## src/core/fbwp_defs.svh

```systemverilog
// Purpose: constants for the flash block write protect block
// Assumes: included by its bare name
// Notes: offsets are byte addresses on the register bus
`ifndef FBWP_DEFS_SVH
`define FBWP_DEFS_SVH
`define FBWP_OFF_STATUS 8'h00
`define FBWP_OFF_CMD 8'h04
`define FBWP_OFF_ADDR 8'h08
`define FBWP_OFF_RESULT 8'h0c
`define FBWP_OFF_CONFIG 8'h10
`define FBWP_OFF_VOLREG 8'h14
// status byte fields
`define FBWP_ST_WEL 1
`define FBWP_ST_BP_LO 2
`define FBWP_ST_QE 6
`define FBWP_ST_LOCK 7
`define FBWP_STATUS_RST 8'h00
// command opcodes
`define FBWP_OP_WRITE_ENABLE_CMD 8'h06
`define FBWP_OP_WRDI 8'h04
`define FBWP_OP_STATUS_WRITE_CMD 8'h01
`define FBWP_OP_PP 8'h02
`define FBWP_OP_SER 8'h20
`define FBWP_OP_BER 8'hd8
`define FBWP_OP_CER1 8'hc7
`define FBWP_OP_CER2 8'h60
`define FBWP_OP_VOLATILE_READ_PARAM_WRITE_CMD 8'hc0
`define FBWP_OP_VOLATILE_BANK_WRITE_CMD 8'h17
// address bit at which the block index starts
`define FBWP_BLK64_LSB 16
`define FBWP_BLK256_LSB 18
`endif

```

## src/core/fbwp_pkg.sv

```systemverilog
// Purpose: types for the flash block write protect block
// Assumes: nothing
// Notes: states of the command engine
package fbwp_pkg;
  typedef enum logic [1:0] {FBWP_IDLE, FBWP_DATA, FBWP_RESP} fbwp_state_t;
  typedef struct packed {
    logic [7:0] status_sr;
    logic top_bottom_select;
    logic big_blocks;
    logic [7:0] cmd;
    logic [25:0] addr;
    logic [7:0] volreg0;
    logic [7:0] volreg1;
    logic [2:0] result;
    logic [4:0] haddr;
    logic hwrite;
    fbwp_state_t state;
    logic [31:0] hrdata;
  } fbwp_regs_t;
endpackage

```

## src/core/fbwp_range.sv

```systemverilog
// Purpose: decides whether a block index falls in the protected range
// Assumes: block index already derived from the address
// Notes: purely combinational, one instance per check
`timescale 1ns/1ps
module fbwp_range
  import fbwp_pkg::*;
#(
  parameter int IDX_W = 10
) (
  input wire logic [3:0] level,
  input wire logic top_bottom_select,
  input wire logic big_blocks,
  input wire logic [IDX_W-1:0] blk_idx,
  output logic hit
);
  logic [IDX_W:0] count;
  logic [IDX_W-1:0] last;
  always_comb begin
    count = '0;
    if (level != 4'h0 && level < 4'hb)
      count = (IDX_W+1)'(1) << (level - 4'h1);
    unique case (level)
      4'hb: count = (IDX_W+1)'(768);
      4'hc: count = (IDX_W+1)'(896);
      4'hd: count = (IDX_W+1)'(960);
      4'he: count = (IDX_W+1)'(992);
      4'hf: count = (IDX_W+1)'(1024);
      default: ;
    endcase
    if (big_blocks) begin
      if (level == 4'h0)
        count = '0;
      else if (level < 4'h9)
        count = (IDX_W+1)'(1) << (level - 4'h1);
      else
        count = (IDX_W+1)'(256);
    end
    last = big_blocks ? IDX_W'(255) : IDX_W'(1023);
    if (count == '0)
      hit = 1'b0;
    else if (top_bottom_select)
      hit = ({1'b0, blk_idx} < count);
    else
      // one bit wider so a full-array count cannot wrap
      hit = (({1'b0, blk_idx} + count) > {1'b0, last});
  end
endmodule // fbwp_range

```

## src/core/fbwp_top.sv

```systemverilog
// Purpose: write protection of a serial flash behind an AHB-Lite slave
// Assumes: one master, single word transfers, always OKAY response
// Notes: commands written to CMD act at once; RESULT shows the outcome
`timescale 1ns/1ps
`include "fbwp_defs.svh"
// Operation
// - block program/erase inside protected range
// - full erase only when level zero
// - lock plus low wp drops status writes
// - otherwise status writes update bits
// - quad enable turns pins to data
// - small blocks level 1..10 powers of two
// - small blocks levels 11..15 upper counts
// - top/bottom select anchors protected range
// - large blocks levels 1..8 powers
// - large blocks levels 9..15 protect all
// - volatile writes need no write enable
// - write enable sets latch before writes
// - protection bits start at zero
module fbwp_top
  import fbwp_pkg::*;
(
  input wire logic clk,
  input wire logic sys_rst,
  input wire logic hsel,
  input wire logic [31:0] haddr,
  input wire logic [1:0] htrans,
  input wire logic hwrite,
  input wire logic [2:0] hsize,
  input wire logic [31:0] hwdata,
  input wire logic hready,
  output logic [31:0] hrdata,
  output logic hreadyout,
  output logic hresp,
  input wire logic wp_io2_in,
  output logic wp_io2_out,
  output logic wp_io2_oe,
  input wire logic hold_io3_in,
  output logic hold_io3_out,
  output logic hold_io3_oe,
  input wire logic quad_drive,
  input wire logic [1:0] quad_data,
  output logic wp_active_n,
  output logic hold_active_n,
  output logic program_start,
  output logic erase_start
);
  fbwp_regs_t r;
  fbwp_regs_t nxt;
  logic [9:0] blk_idx;
  logic hit;
  logic take;
  logic [3:0] level;
  logic wp_low;
  logic sr_locked;
  logic is_pe;
  logic prog_p_r;
  logic erase_p_r;
  logic prog_p_nxt;
  logic erase_p_nxt;

  assign level = r.status_sr[`FBWP_ST_BP_LO+3:`FBWP_ST_BP_LO];
  assign wp_low = ~r.status_sr[`FBWP_ST_QE] & ~wp_io2_in;
  assign sr_locked = r.status_sr[`FBWP_ST_LOCK] & wp_low;
  // data lines driven only in quad mode
  // quad off keeps pins input only
  assign wp_io2_oe = r.status_sr[`FBWP_ST_QE] & quad_drive;
  assign hold_io3_oe = r.status_sr[`FBWP_ST_QE] & quad_drive;
  assign wp_io2_out = quad_data[0];
  assign hold_io3_out = quad_data[1];
  assign wp_active_n = r.status_sr[`FBWP_ST_QE] | wp_io2_in;
  assign hold_active_n = r.status_sr[`FBWP_ST_QE] | hold_io3_in;

  assign blk_idx = r.big_blocks ?
    {2'b00, r.addr[`FBWP_BLK256_LSB+7:`FBWP_BLK256_LSB]} :
    r.addr[`FBWP_BLK64_LSB+9:`FBWP_BLK64_LSB];

  fbwp_range #(.IDX_W(10)) u_range (
    .level(level),
    .top_bottom_select(r.top_bottom_select),
    .big_blocks(r.big_blocks),
    .blk_idx(blk_idx),
    .hit(hit)
  );

  function automatic logic [31:0] rd_mux(input fbwp_regs_t s,
                                         input logic [4:0] a);
    logic [31:0] v;
    v = 32'h0;
    unique case ({1'b0, a, 2'b00})
      `FBWP_OFF_STATUS: v = {24'h0, s.status_sr};
      `FBWP_OFF_CMD: v = {24'h0, s.cmd};
      `FBWP_OFF_ADDR: v = {6'h0, s.addr};
      `FBWP_OFF_RESULT: v = {29'h0, s.result};
      `FBWP_OFF_CONFIG: v = {30'h0, s.big_blocks, s.top_bottom_select};
      `FBWP_OFF_VOLREG: v = {16'h0, s.volreg1, s.volreg0};
      default: v = 32'h0;
    endcase
    return v;
  endfunction

  assign take = hsel & hready & htrans[1];
  assign is_pe = (r.cmd == `FBWP_OP_PP) | (r.cmd == `FBWP_OP_SER) |
                 (r.cmd == `FBWP_OP_BER);

  always_comb begin
    nxt = r;
    prog_p_nxt = 1'b0;
    erase_p_nxt = 1'b0;
    unique case (r.state)
      FBWP_IDLE: begin
        if (take) begin
          nxt.haddr = haddr[6:2];
          nxt.hwrite = hwrite;
          nxt.state = FBWP_DATA;
          // read data is registered here so it stands in the data phase
          if (!hwrite)
            nxt.hrdata = rd_mux(r, haddr[6:2]);
        end
      end
      FBWP_DATA: begin
        nxt.state = FBWP_IDLE;
        if (r.hwrite) begin
          if ({r.haddr, 2'b00} == 7'(`FBWP_OFF_ADDR))
            nxt.addr = hwdata[25:0];
          if ({r.haddr, 2'b00} == 7'(`FBWP_OFF_CONFIG)) begin
            // top/bottom is one-way: once bottom, stays bottom
            nxt.top_bottom_select = r.top_bottom_select | hwdata[0];
            nxt.big_blocks = hwdata[1];
          end
          if ({r.haddr, 2'b00} == 7'(`FBWP_OFF_CMD)) begin
            nxt.cmd = hwdata[7:0];
            nxt.state = FBWP_RESP;
          end
        end
      end
      FBWP_RESP: begin
        // result: 0 done, 1 no write enable, 2 protected, 3 locked, 4 unknown command
        nxt.state = FBWP_IDLE;
        nxt.result = 3'h0;
        unique case (r.cmd)
          `FBWP_OP_WRITE_ENABLE_CMD: nxt.status_sr[`FBWP_ST_WEL] = 1'b1;
          `FBWP_OP_WRDI: nxt.status_sr[`FBWP_ST_WEL] = 1'b0;
          `FBWP_OP_VOLATILE_READ_PARAM_WRITE_CMD: nxt.volreg0 = r.addr[7:0];
          `FBWP_OP_VOLATILE_BANK_WRITE_CMD: nxt.volreg1 = r.addr[7:0];
          `FBWP_OP_STATUS_WRITE_CMD: begin
            if (!r.status_sr[`FBWP_ST_WEL])
              nxt.result = 3'h1;
            else if (sr_locked)
              nxt.result = 3'h3;
            else
              nxt.status_sr = {r.addr[7:2], 2'b00};
            nxt.status_sr[`FBWP_ST_WEL] = 1'b0;
          end
          `FBWP_OP_CER1, `FBWP_OP_CER2: begin
            if (!r.status_sr[`FBWP_ST_WEL])
              nxt.result = 3'h1;
            else if (level != 4'h0)
              nxt.result = 3'h2;
            else
              erase_p_nxt = 1'b1;
            nxt.status_sr[`FBWP_ST_WEL] = 1'b0;
          end
          default: begin
            if (is_pe) begin
              if (!r.status_sr[`FBWP_ST_WEL])
                nxt.result = 3'h1;
              else if (hit)
                nxt.result = 3'h2;
              else begin
                prog_p_nxt = (r.cmd == `FBWP_OP_PP);
                erase_p_nxt = (r.cmd != `FBWP_OP_PP);
              end
              nxt.status_sr[`FBWP_ST_WEL] = 1'b0;
            end else begin
              nxt.result = 3'h4;
            end
          end
        endcase
      end
      default: nxt.state = FBWP_IDLE;
    endcase
  end

  always_ff @(posedge clk or posedge sys_rst) begin
    if (sys_rst) begin
      r <= '{status_sr: `FBWP_STATUS_RST, state: FBWP_IDLE, default: '0};
      prog_p_r <= 1'b0;
      erase_p_r <= 1'b0;
    end else begin
      r <= nxt;
      prog_p_r <= prog_p_nxt;
      erase_p_r <= erase_p_nxt;
    end
  end

  assign hrdata = r.hrdata;
  // the command slot costs one extra wait cycle so RESULT is settled
  assign hreadyout = (r.state != FBWP_DATA) ||
                     !(r.hwrite && {r.haddr, 2'b00} == 7'(`FBWP_OFF_CMD));
  assign hresp = 1'b0;
  assign program_start = prog_p_r;
  assign erase_start = erase_p_r;

  // no chip erase at nonzero level
  a_chip_erase_gate: assert property (@(posedge clk) disable iff (sys_rst)
    erase_start && $past(r.cmd == `FBWP_OP_CER1 || r.cmd == `FBWP_OP_CER2)
    |-> $past(level) == 4'h0)
    else $error("chip erase with protection set");
  a_protect_block: assert property (@(posedge clk) disable iff (sys_rst)
    (r.state == FBWP_RESP && hit && is_pe) |=> !program_start && !erase_start)
    else $error("protected block started");
  a_lock_holds: assert property (@(posedge clk) disable iff (sys_rst)
    (r.state == FBWP_RESP && r.cmd == `FBWP_OP_STATUS_WRITE_CMD && sr_locked)
    |=> r.status_sr[7:2] == $past(r.status_sr[7:2]))
    else $error("locked status changed");
  a_status_write: assert property (@(posedge clk) disable iff (sys_rst)
    (r.state == FBWP_RESP && r.cmd == `FBWP_OP_STATUS_WRITE_CMD && !sr_locked &&
     r.status_sr[`FBWP_ST_WEL]) |=> r.status_sr[7:2] == $past(r.addr[7:2]))
    else $error("status write lost");
  a_pin_drive: assert property (@(posedge clk) disable iff (sys_rst)
    (wp_io2_oe || hold_io3_oe) |-> r.status_sr[`FBWP_ST_QE])
    else $error("pins driven with quad off");
  a_wel_set: assert property (@(posedge clk) disable iff (sys_rst)
    (r.state == FBWP_RESP && r.cmd == `FBWP_OP_WRITE_ENABLE_CMD)
    |=> r.status_sr[`FBWP_ST_WEL])
    else $error("write enable not latched");
  a_vol_write: assert property (@(posedge clk) disable iff (sys_rst)
    (r.state == FBWP_RESP && r.cmd == `FBWP_OP_VOLATILE_READ_PARAM_WRITE_CMD)
    |=> r.volreg0 == $past(r.addr[7:0]))
    else $error("volatile write not taken");
  a_bottom_zero: assert property (@(posedge clk) disable iff (sys_rst)
    (r.top_bottom_select && level != 4'h0 && blk_idx == 10'h0) |-> hit)
    else $error("bottom range misses block zero");
endmodule // fbwp_top

```

## config.mk

```make
export PLATFORM = sky130hd
export DESIGN_NAME = fbwp_top
export DESIGN_NICKNAME = d
export VERILOG_FILES = /design/src/core/fbwp_pkg.sv /design/src/core/fbwp_range.sv /design/src/core/fbwp_top.sv
export VERILOG_INCLUDE_DIRS = /design/src /design/src/core
export SDC_FILE = /design/constraint.sdc
export NUM_CORES = 1
export LEC_CHECK = 0
export ABC_AREA = 1
export BUFFER_PORTS_ARGS = -buffer_cell sky130_fd_sc_hd__buf_2
export CORE_AREA = 3 3 129 131
export DETAILED_ROUTE_END_ITERATION = 8
export DIE_AREA = 0 0 132 134
export PLACE_DENSITY = 0.69
export SYNTH_ARGS = -nofsm -noshare
export SYNTH_HDL_FRONTEND = slang
export SYNTH_SLANG_ARGS = --single-unit
```

## constraint.sdc

```tcl
create_clock -name clk -period 4.1 [get_ports clk]
set_input_delay 0.82 -clock clk [delete_from_list [all_inputs] [get_ports clk]]
set_output_delay 0.82 -clock clk [all_outputs]
set_load 0.03 [all_outputs]
```

==> impl_metrics.csv, run 1 <==
group,metric,value,unit
route,via_per_inst,4.787,
placed_design,place.gp.congestion,0.9018,
route,wl_per_cell,13.59,um
worst_setup_path,r2r-start,"level[1]",
cts,cts.sinks,98,
logic_synthesis,yosys.area.top_type_share,0.4293,
finish,layout_common_cells,"nand2_1 (165), inv_1 (100), dfrtp_1 (98)",
cts,cts_buffers,9,
power,total_power,0.002771,W
floorplan,num_rows,46,
route,drt_iter0_markers,324,
floorplan,initial_utilization,0.3636,
timing,finalSetupTns,0,ns
timing,fin_crit_sh,0.8605,
worst_setup_path,r2r-end,"erase_start",
worst_setup_path,worstPathArrival,3.81,ns
worst_hold_path,hp-start,"hrdata[9]",
timing,worst_pin_slew,1.107,ns
finish,layout_commonest_cell,"nand2_1",
finish,synthToLayoutAreaGrowth,10.88,%
logic_synthesis,synth.distinct_cells,49,
logic_synthesis,syn_area,5713,um2
timing,fmaxAchievable,283.4,MHz
worst_setup_path,reg2reg_slack,0.57,ns
run_status,status,"finished, final reports clean",
logic_synthesis,ys_seq_area_frac,0.4293,
global_route,overflow,0,
worst_hold_path,hp-class,"register to register",
placed_design,port_buffers,72,
worst_setup_path,r2r_cells,26,
timing,hold_ws,0.4769,ns
timing,slew_headroom,0.2611,
power,leakagePower,3.405,nW
floorplan,core,15710,um2
cts,htreeDepth,3,
cts,clkLatencyLatePin,0.35,ns
global_route,track_usage,0.1572,
floorplan,die_x,132,um
finish,final_core_util,0.4032,
placed_design,dp_hpwl,10160,um
logic_synthesis,synth_area_leaders,"dfrtp_1 (43%), nand2_1 (11%), inv_1 (6.6%)",
worst_setup_path,timing.critical_path.required,4.38,ns
timing,finalHoldViolCount,0,
floorplan,dieArea,17690,um2
floorplan,fp.dieH,134,um
cts,cts_buffer_depth,2,
timing,rsz0062_at_grt,"false",
worst_setup_path,path_max_fanout,8,
placed_design,placed_area,6045,um2
route,drt_wl_total,13380,um
cts,cts_resized,0,
timing,finalCriticalPeriod,3.528,ns
logic_synthesis,yosysWarningCount,0,
global_route,grt_pass1_vias,4551,
worst_setup_path,path_class,"register to register",
logic_synthesis,synth_area_per_cell,7.891,um2
global_route,antenna_found_initial,0,
cts,path_clk_slew,0.07,ns
global_route,grt_pass1_wl,22650,um
logic_synthesis,synth-seq-cells,98,
finish,fin_area,6335,um2
finish,antenna_cells,0,
cts,cts_tree,"done",
route,first_pass_iters,5,
worst_hold_path,holdPathEnd,"hrdata[9]",
cts,post_cts_buffers,0,
route,drc,0,
timing,clock_skew,0.01129,ns
timing,slew_viol_final,0,
route,vias,4710,
worst_hold_path,hold-path-cell-count,2,
worst_setup_path,startpoint_type,"register",
power,power_density,437.4,nW/um2
finish,final_nets,865,
timing,setup_violations,0,
logic_synthesis,synth.largest_area_cell,"dfrtp_1",
run,cap_violations,0,
worst_setup_path,end_kind,"register",
cts,cts_hold_buffers,0,
cts,cts_root_buffer,"clkbuf_16",
logic_synthesis,syn_inst,724,
power,ir_drop,0.0002236,V
global_route,grt_max_degree,47,
floorplan,io_pins,121,
finish,drive_above_1_share,0.1784,
route,ant_nets,0,
[state kept, by name, indices dropped and copies added, names as in the netlist]
signal         cells
erase_start        1
hrdata            26
level              4
program_start      1
r                 66
[cell families after synthesis]
group,synth area share
AND/OR/NAND/NOR,0.2265
AO/OA/AOI/OAI,0.1432
adder cells (fa/ha/maj),0.05169
other,0.0006564
XOR/XNOR,0.004600
buffers and inverters,0.1402
flip-flops,0.4293
multiplexers,0.003942
[worst max-delay path by stage]
stage / startpoint / to / slack, ns / depth (start not counted)
floorplan: sys_rst / erase_start / 0.72 / 1
global route: level[1] / erase_start / 0.14 / 26
detailed placement: level[1] / erase_start / 0.62 / 26
finish: level[1] / erase_start / 0.57 / 26
CTS: level[1] / erase_start / 0.57 / 26
global placement: level[1] / erase_start / 0.65 / 26
[stage by stage]
| stage | worst slack (ns) | instances |
|---|---|---|
| after global placement | 0.6516 | 968 |
| after global routing | 0.1408 | 984 |
| after CTS | 0.5746 | 984 |
| after detailed placement | 0.6221 | 968 |
| final | 0.5720 | 984 |
| after floorplan | 0.7179 | 730 |
[synth_stat cells (all sizes together)]
cell / n
o21bai: 2
clkinv: 3
o31ai: 9
o21ai: 68
nand3: 25
ha: 22
buf: 45
o211ai: 1
a211oi: 2
inv: 109
o2111ai: 1
clkbuf: 11
nor3: 14
a21oi: 31
nand3b: 1
nand4: 8
xor2: 3
a22oi: 1
a221oi: 5
nor3b: 1
dfrtp: 98
nor2: 61
or2: 3
nand2: 171
o22ai: 21
nor4: 2
a21o: 1
conb: 1
mux2: 2
fa: 1
and3: 1
[routing by layer]
metal  vias up  track usage  routed length [um]
met5         -            0                   0
met1      2198       0.2139                6260
li1       2369            -                   -
met2       118       0.2471                6084
met3        25      0.02963                 624
met4         0      0.06593                 405
[final cells by class]
| class | instances | area, um2 |
|---|---|---|
| clock buffers | 11 | 252.7 |
| clock inverters | 5 | 37.54 |
| fillers | 1593 | 9378 |
| inverters | 112 | 429.2 |
| multi-input cells | 464 | 2487 |
| flip-flops and latches | 98 | 2452 |
| well taps | 216 | 270.3 |
| repair buffers | 78 | 405.4 |
[critical path, stage by stage (launching register included)]
cell,delay [ns]
dfrtp_1,0.55
nand2_2,0.15
clkinv_2,0.11
nand2_1,0.05
nand2_1,0.06
nand4_1,0.10
nand2_1,0.14
ha_1,0.31
nand2_1,0.12
nand2_1,0.05
a21oi_1,0.16
nand2_1,0.07
nand2_1,0.08
nand2_1,0.07
a21oi_1,0.15
xor2_1,0.09
ha_1,0.30
nand4_1,0.12
nor2_1,0.11
nand3_1,0.08
nor2_1,0.09
nand4_1,0.11
nand2_1,0.09
nand2_1,0.06
nand2_1,0.08
nand2_1,0.06
a21oi_2,0.10
[power breakdown]
group | internal (W) | switching, W | total, W
Clock | 0.000448 | 0.000382 | 0.000830
Sequential | 0.00109 | 0.0000962 | 0.00119
Combinational | 0.000252 | 0.000498 | 0.000751
No activity file was read; power rests on OpenSTA's default activity.
==> run 2: changes to the inputs <==
--- a/config.mk
+++ b/config.mk
@@ -6,11 +6,10 @@
 export SDC_FILE = /design/constraint.sdc
 export NUM_CORES = 1
 export LEC_CHECK = 0
-export ABC_AREA = 1
 export BUFFER_PORTS_ARGS = -buffer_cell sky130_fd_sc_hd__buf_2
-export CORE_AREA = 3 3 129 131
+export CORE_AREA = 3 3 107 150
 export DETAILED_ROUTE_END_ITERATION = 8
-export DIE_AREA = 0 0 132 134
+export DIE_AREA = 0 0 110 153
 export PLACE_DENSITY = 0.69
 export SYNTH_ARGS = -nofsm -noshare
 export SYNTH_HDL_FRONTEND = slang
==> impl_metrics.csv, run 2 <==
group,metric,value,unit
run_status,status,"finished, final reports clean",
logic_synthesis,yosysWarningCount,0,
placed_design,port_buffers,72,
cts,clkLatencyLatePin,0.35,ns
worst_setup_path,worstPathArrival,4.06,ns
timing,worst_pin_slew,0.7979,ns
timing,fmaxAchievable,262.6,MHz
cts,cts_buffer_depth,2,
logic_synthesis,synth.most_common_cell,"dfrtp_1",
timing,slew_viol_final,0,
finish,fillerInstances,1410,
worst_setup_path,path_max_fanout,8,
cts,cts_tree,"done",
run,cap_violations,0,
global_route,overflow,0,
placed_design,placed_area,5802,um2
timing,finalHoldViolCount,0,
floorplan,initial_utilization,0.3661,
placed_design,dp_hpwl,9354,um
route,via_per_inst,5.351,
floorplan,num_rows,53,
finish,layout_commonest_cell,"dfrtp_1",
timing,finalSetupTns,0,ns
logic_synthesis,synth-seq-cells,98,
floorplan,fp.dieH,153,um
logic_synthesis,syn_inst,492,
finish,final_nets,640,
route,drc,0,
finish,largest_reg_flops,66,
logic_synthesis,synth-edff-count,0,
finish,largest-register,"r",
route,wl_per_cell,17.28,um
logic_synthesis,ys_seq_area_frac,0.4489,
power,ir_drop,0.0001645,V
global_route,antenna_found_initial,0,
timing,rsz0062_at_grt,"false",
global_route,grt_pass1_wl,20550,um
floorplan,dieArea,16830,um2
cts,htreeDepth,3,
finish,synthToLayoutAreaGrowth,12.69,%
global_route,track_usage,0.1555,
floorplan,core,14920,um2
worst_setup_path,max_stage_delay,0.48,ns
cts,cts_root_buffer,"clkbuf_16",
worst_setup_path,end_kind,"register",
floorplan,io_pins,121,
logic_synthesis,synth.largest_area_cell,"dfrtp_1",
finish,fin_area,6156,um2
route,drt_iter0_markers,175,
worst_setup_path,crit_chain,"mux2i_2 -> inv_1 -> ha_1 -> fa_1 -> a211oi_2 -> o21bai_1 -> a21oi_1 -> o21ai_0 -> a21oi_1 -> xnor2_1 -> ha_1 -> nand4b_1 -> nor4_1 -> o211ai_1 -> o21ai_1 -> a21oi_2 -> a21bo_2",
placed_design,place.gp.congestion,0.8890,
route,first_pass_iters,4,
logic_synthesis,synth_area_leaders,"dfrtp_1 (45%), mux2_2 (14%), buf_4 (5.1%)",
floorplan,die_x,110,um
finish,antenna_cells,0,
finish,layout_common_cells,"dfrtp_1 (95), buf_2 (72), mux2_2 (66)",
global_route,grt_pass1_vias,4019,
timing,fin_crit_sh,0.9287,
logic_synthesis,synth.distinct_cells,64,
logic_synthesis,async_reset_ff_frac,1.000,
finish,drive_above_1_share,0.3352,
worst_setup_path,timing.critical_path.required,4.35,ns
logic_synthesis,synth-main-ff-cell,"dfrtp_1",
logic_synthesis,synth_common_cells,"dfrtp_1 (98), mux2_2 (66), buf_4 (37), nand2_1 (33)",
power,power_density,383.0,nW/um2
logic_synthesis,syn_area,5463,um2
timing,finalCriticalPeriod,3.808,ns
power,leakagePower,2.972,nW
logic_synthesis,synth_area_per_cell,11.10,um2
worst_setup_path,slowest_stage,"dfrtp_2",
timing,clock_skew,0.007400,ns
global_route,grt_max_degree,35,
worst_setup_path,path_class,"register to register",
route,ant_nets,0,
timing,setup_violations,0,
worst_setup_path,startpoint_type,"register",
route,drt_wl_total,12700,um
worst_hold_path,hp-class,"primary input to async pin",
logic_synthesis,yosys.area.top_type_share,0.4489,
cts,cts.sinks,98,
power,total_power,0.002357,W
cts,path_clk_slew,0.07,ns
route,vias,3933,
cts,cts_buffers,9,
timing,slew_headroom,0.4661,
-- run 2: area by class of cell --
class	instances	area (um2)	area share
clock inverters	4	73.82	0.01199
flip-flops and latches	98	2456	0.3990
inverters	22	85.08	0.01382
well taps	192	240.2	0.03902
repair buffers	83	442.9	0.07195
clock buffers	12	256.5	0.04167
multi-input cells	324	2601	0.4226
-- run 2: path summary, 6_finish.rpt --
kind                             end       from  cells past startpoint  slack (ns)
min in group clk           hrdata[7]  hrdata[7]                      2        0.48
setup / recovery               r[41]      r[93]                     17        0.29
setup reg to reg               r[41]      r[93]                     17        0.29
max in group asynchronous      r[93]    sys_rst                      3        2.83
hold reg to reg            hrdata[7]  hrdata[7]                      2        0.48
hold / removal             hrdata[2]    sys_rst                      2        0.47
-- run 2: report_power, final --
part	total, W	switching (W)	internal (W)
registers	0.00111	0.0000823	0.00103
clock network	0.000936	0.000368	0.000568
logic	0.000309	0.000157	0.000151
-- run 2: routing by layer --
metal	up-vias	routed length [um]	track usage
met5	-	0	0
met4	0	297	0.06120
met3	25	645	0.03422
met2	108	6447	0.2590
met1	1961	5313	0.1926
li1	1839	-	-
-- run 2: critical path, delay by kind of cell, from the launching register on --
kind / cells / cell delay (ns)
AOI/OAI and AO/OA: 9 / 1.47
and+or+nand+nor: 2 / 0.33
adders and majority gates: 3 / 0.96
xor gates and xnor gates: 1 / 0.10
DFF: 1 / 0.48
muxes: 1 / 0.28
buffers and inverters: 1 / 0.08
-- run 2: cells by family (layout without fill, tap and decap cells) --
kind of cell | Yosys count | in the layout | share of synthesized area
and+or+nand+nor | 111 | 111 | 0.1170
AOI/OAI and AO/OA | 101 | 101 | 0.1326
DFF | 98 | 98 | 0.4489
buffers and inverters | 76 | 121 | 0.08268
muxes | 74 | 74 | 0.1512
adders and majority gates | 23 | 23 | 0.05405
xor gates and xnor gates | 8 | 8 | 0.01283
other | 1 | 7 | 0.0006865
-- run 2: stage by stage --
stage | instances | setup slack, ns | util | hold WS, ns
2_1_floorplan | 498 | 0.3159 | - | 0.4510
3_3_place_gp | 719 | 0.09731 | 0.3888 | 0.4651
4_1_cts | 735 | 0.05982 | 0.4110 | 0.4689
3_5_place_dp | 719 | 0.07242 | 0.3888 | 0.4704
6_report | 735 | 0.2922 | 0.4126 | 0.4675
5_1_grt | 735 | 0.05923 | 0.4126 | 0.4917
-- run 2: what timing repair did --
action                     in CTS  in global routing
setup endpoints to repair       0                  3
gates resized for setup         0                 11
hold buffers                    0                  0
setup buffers                   0                  0
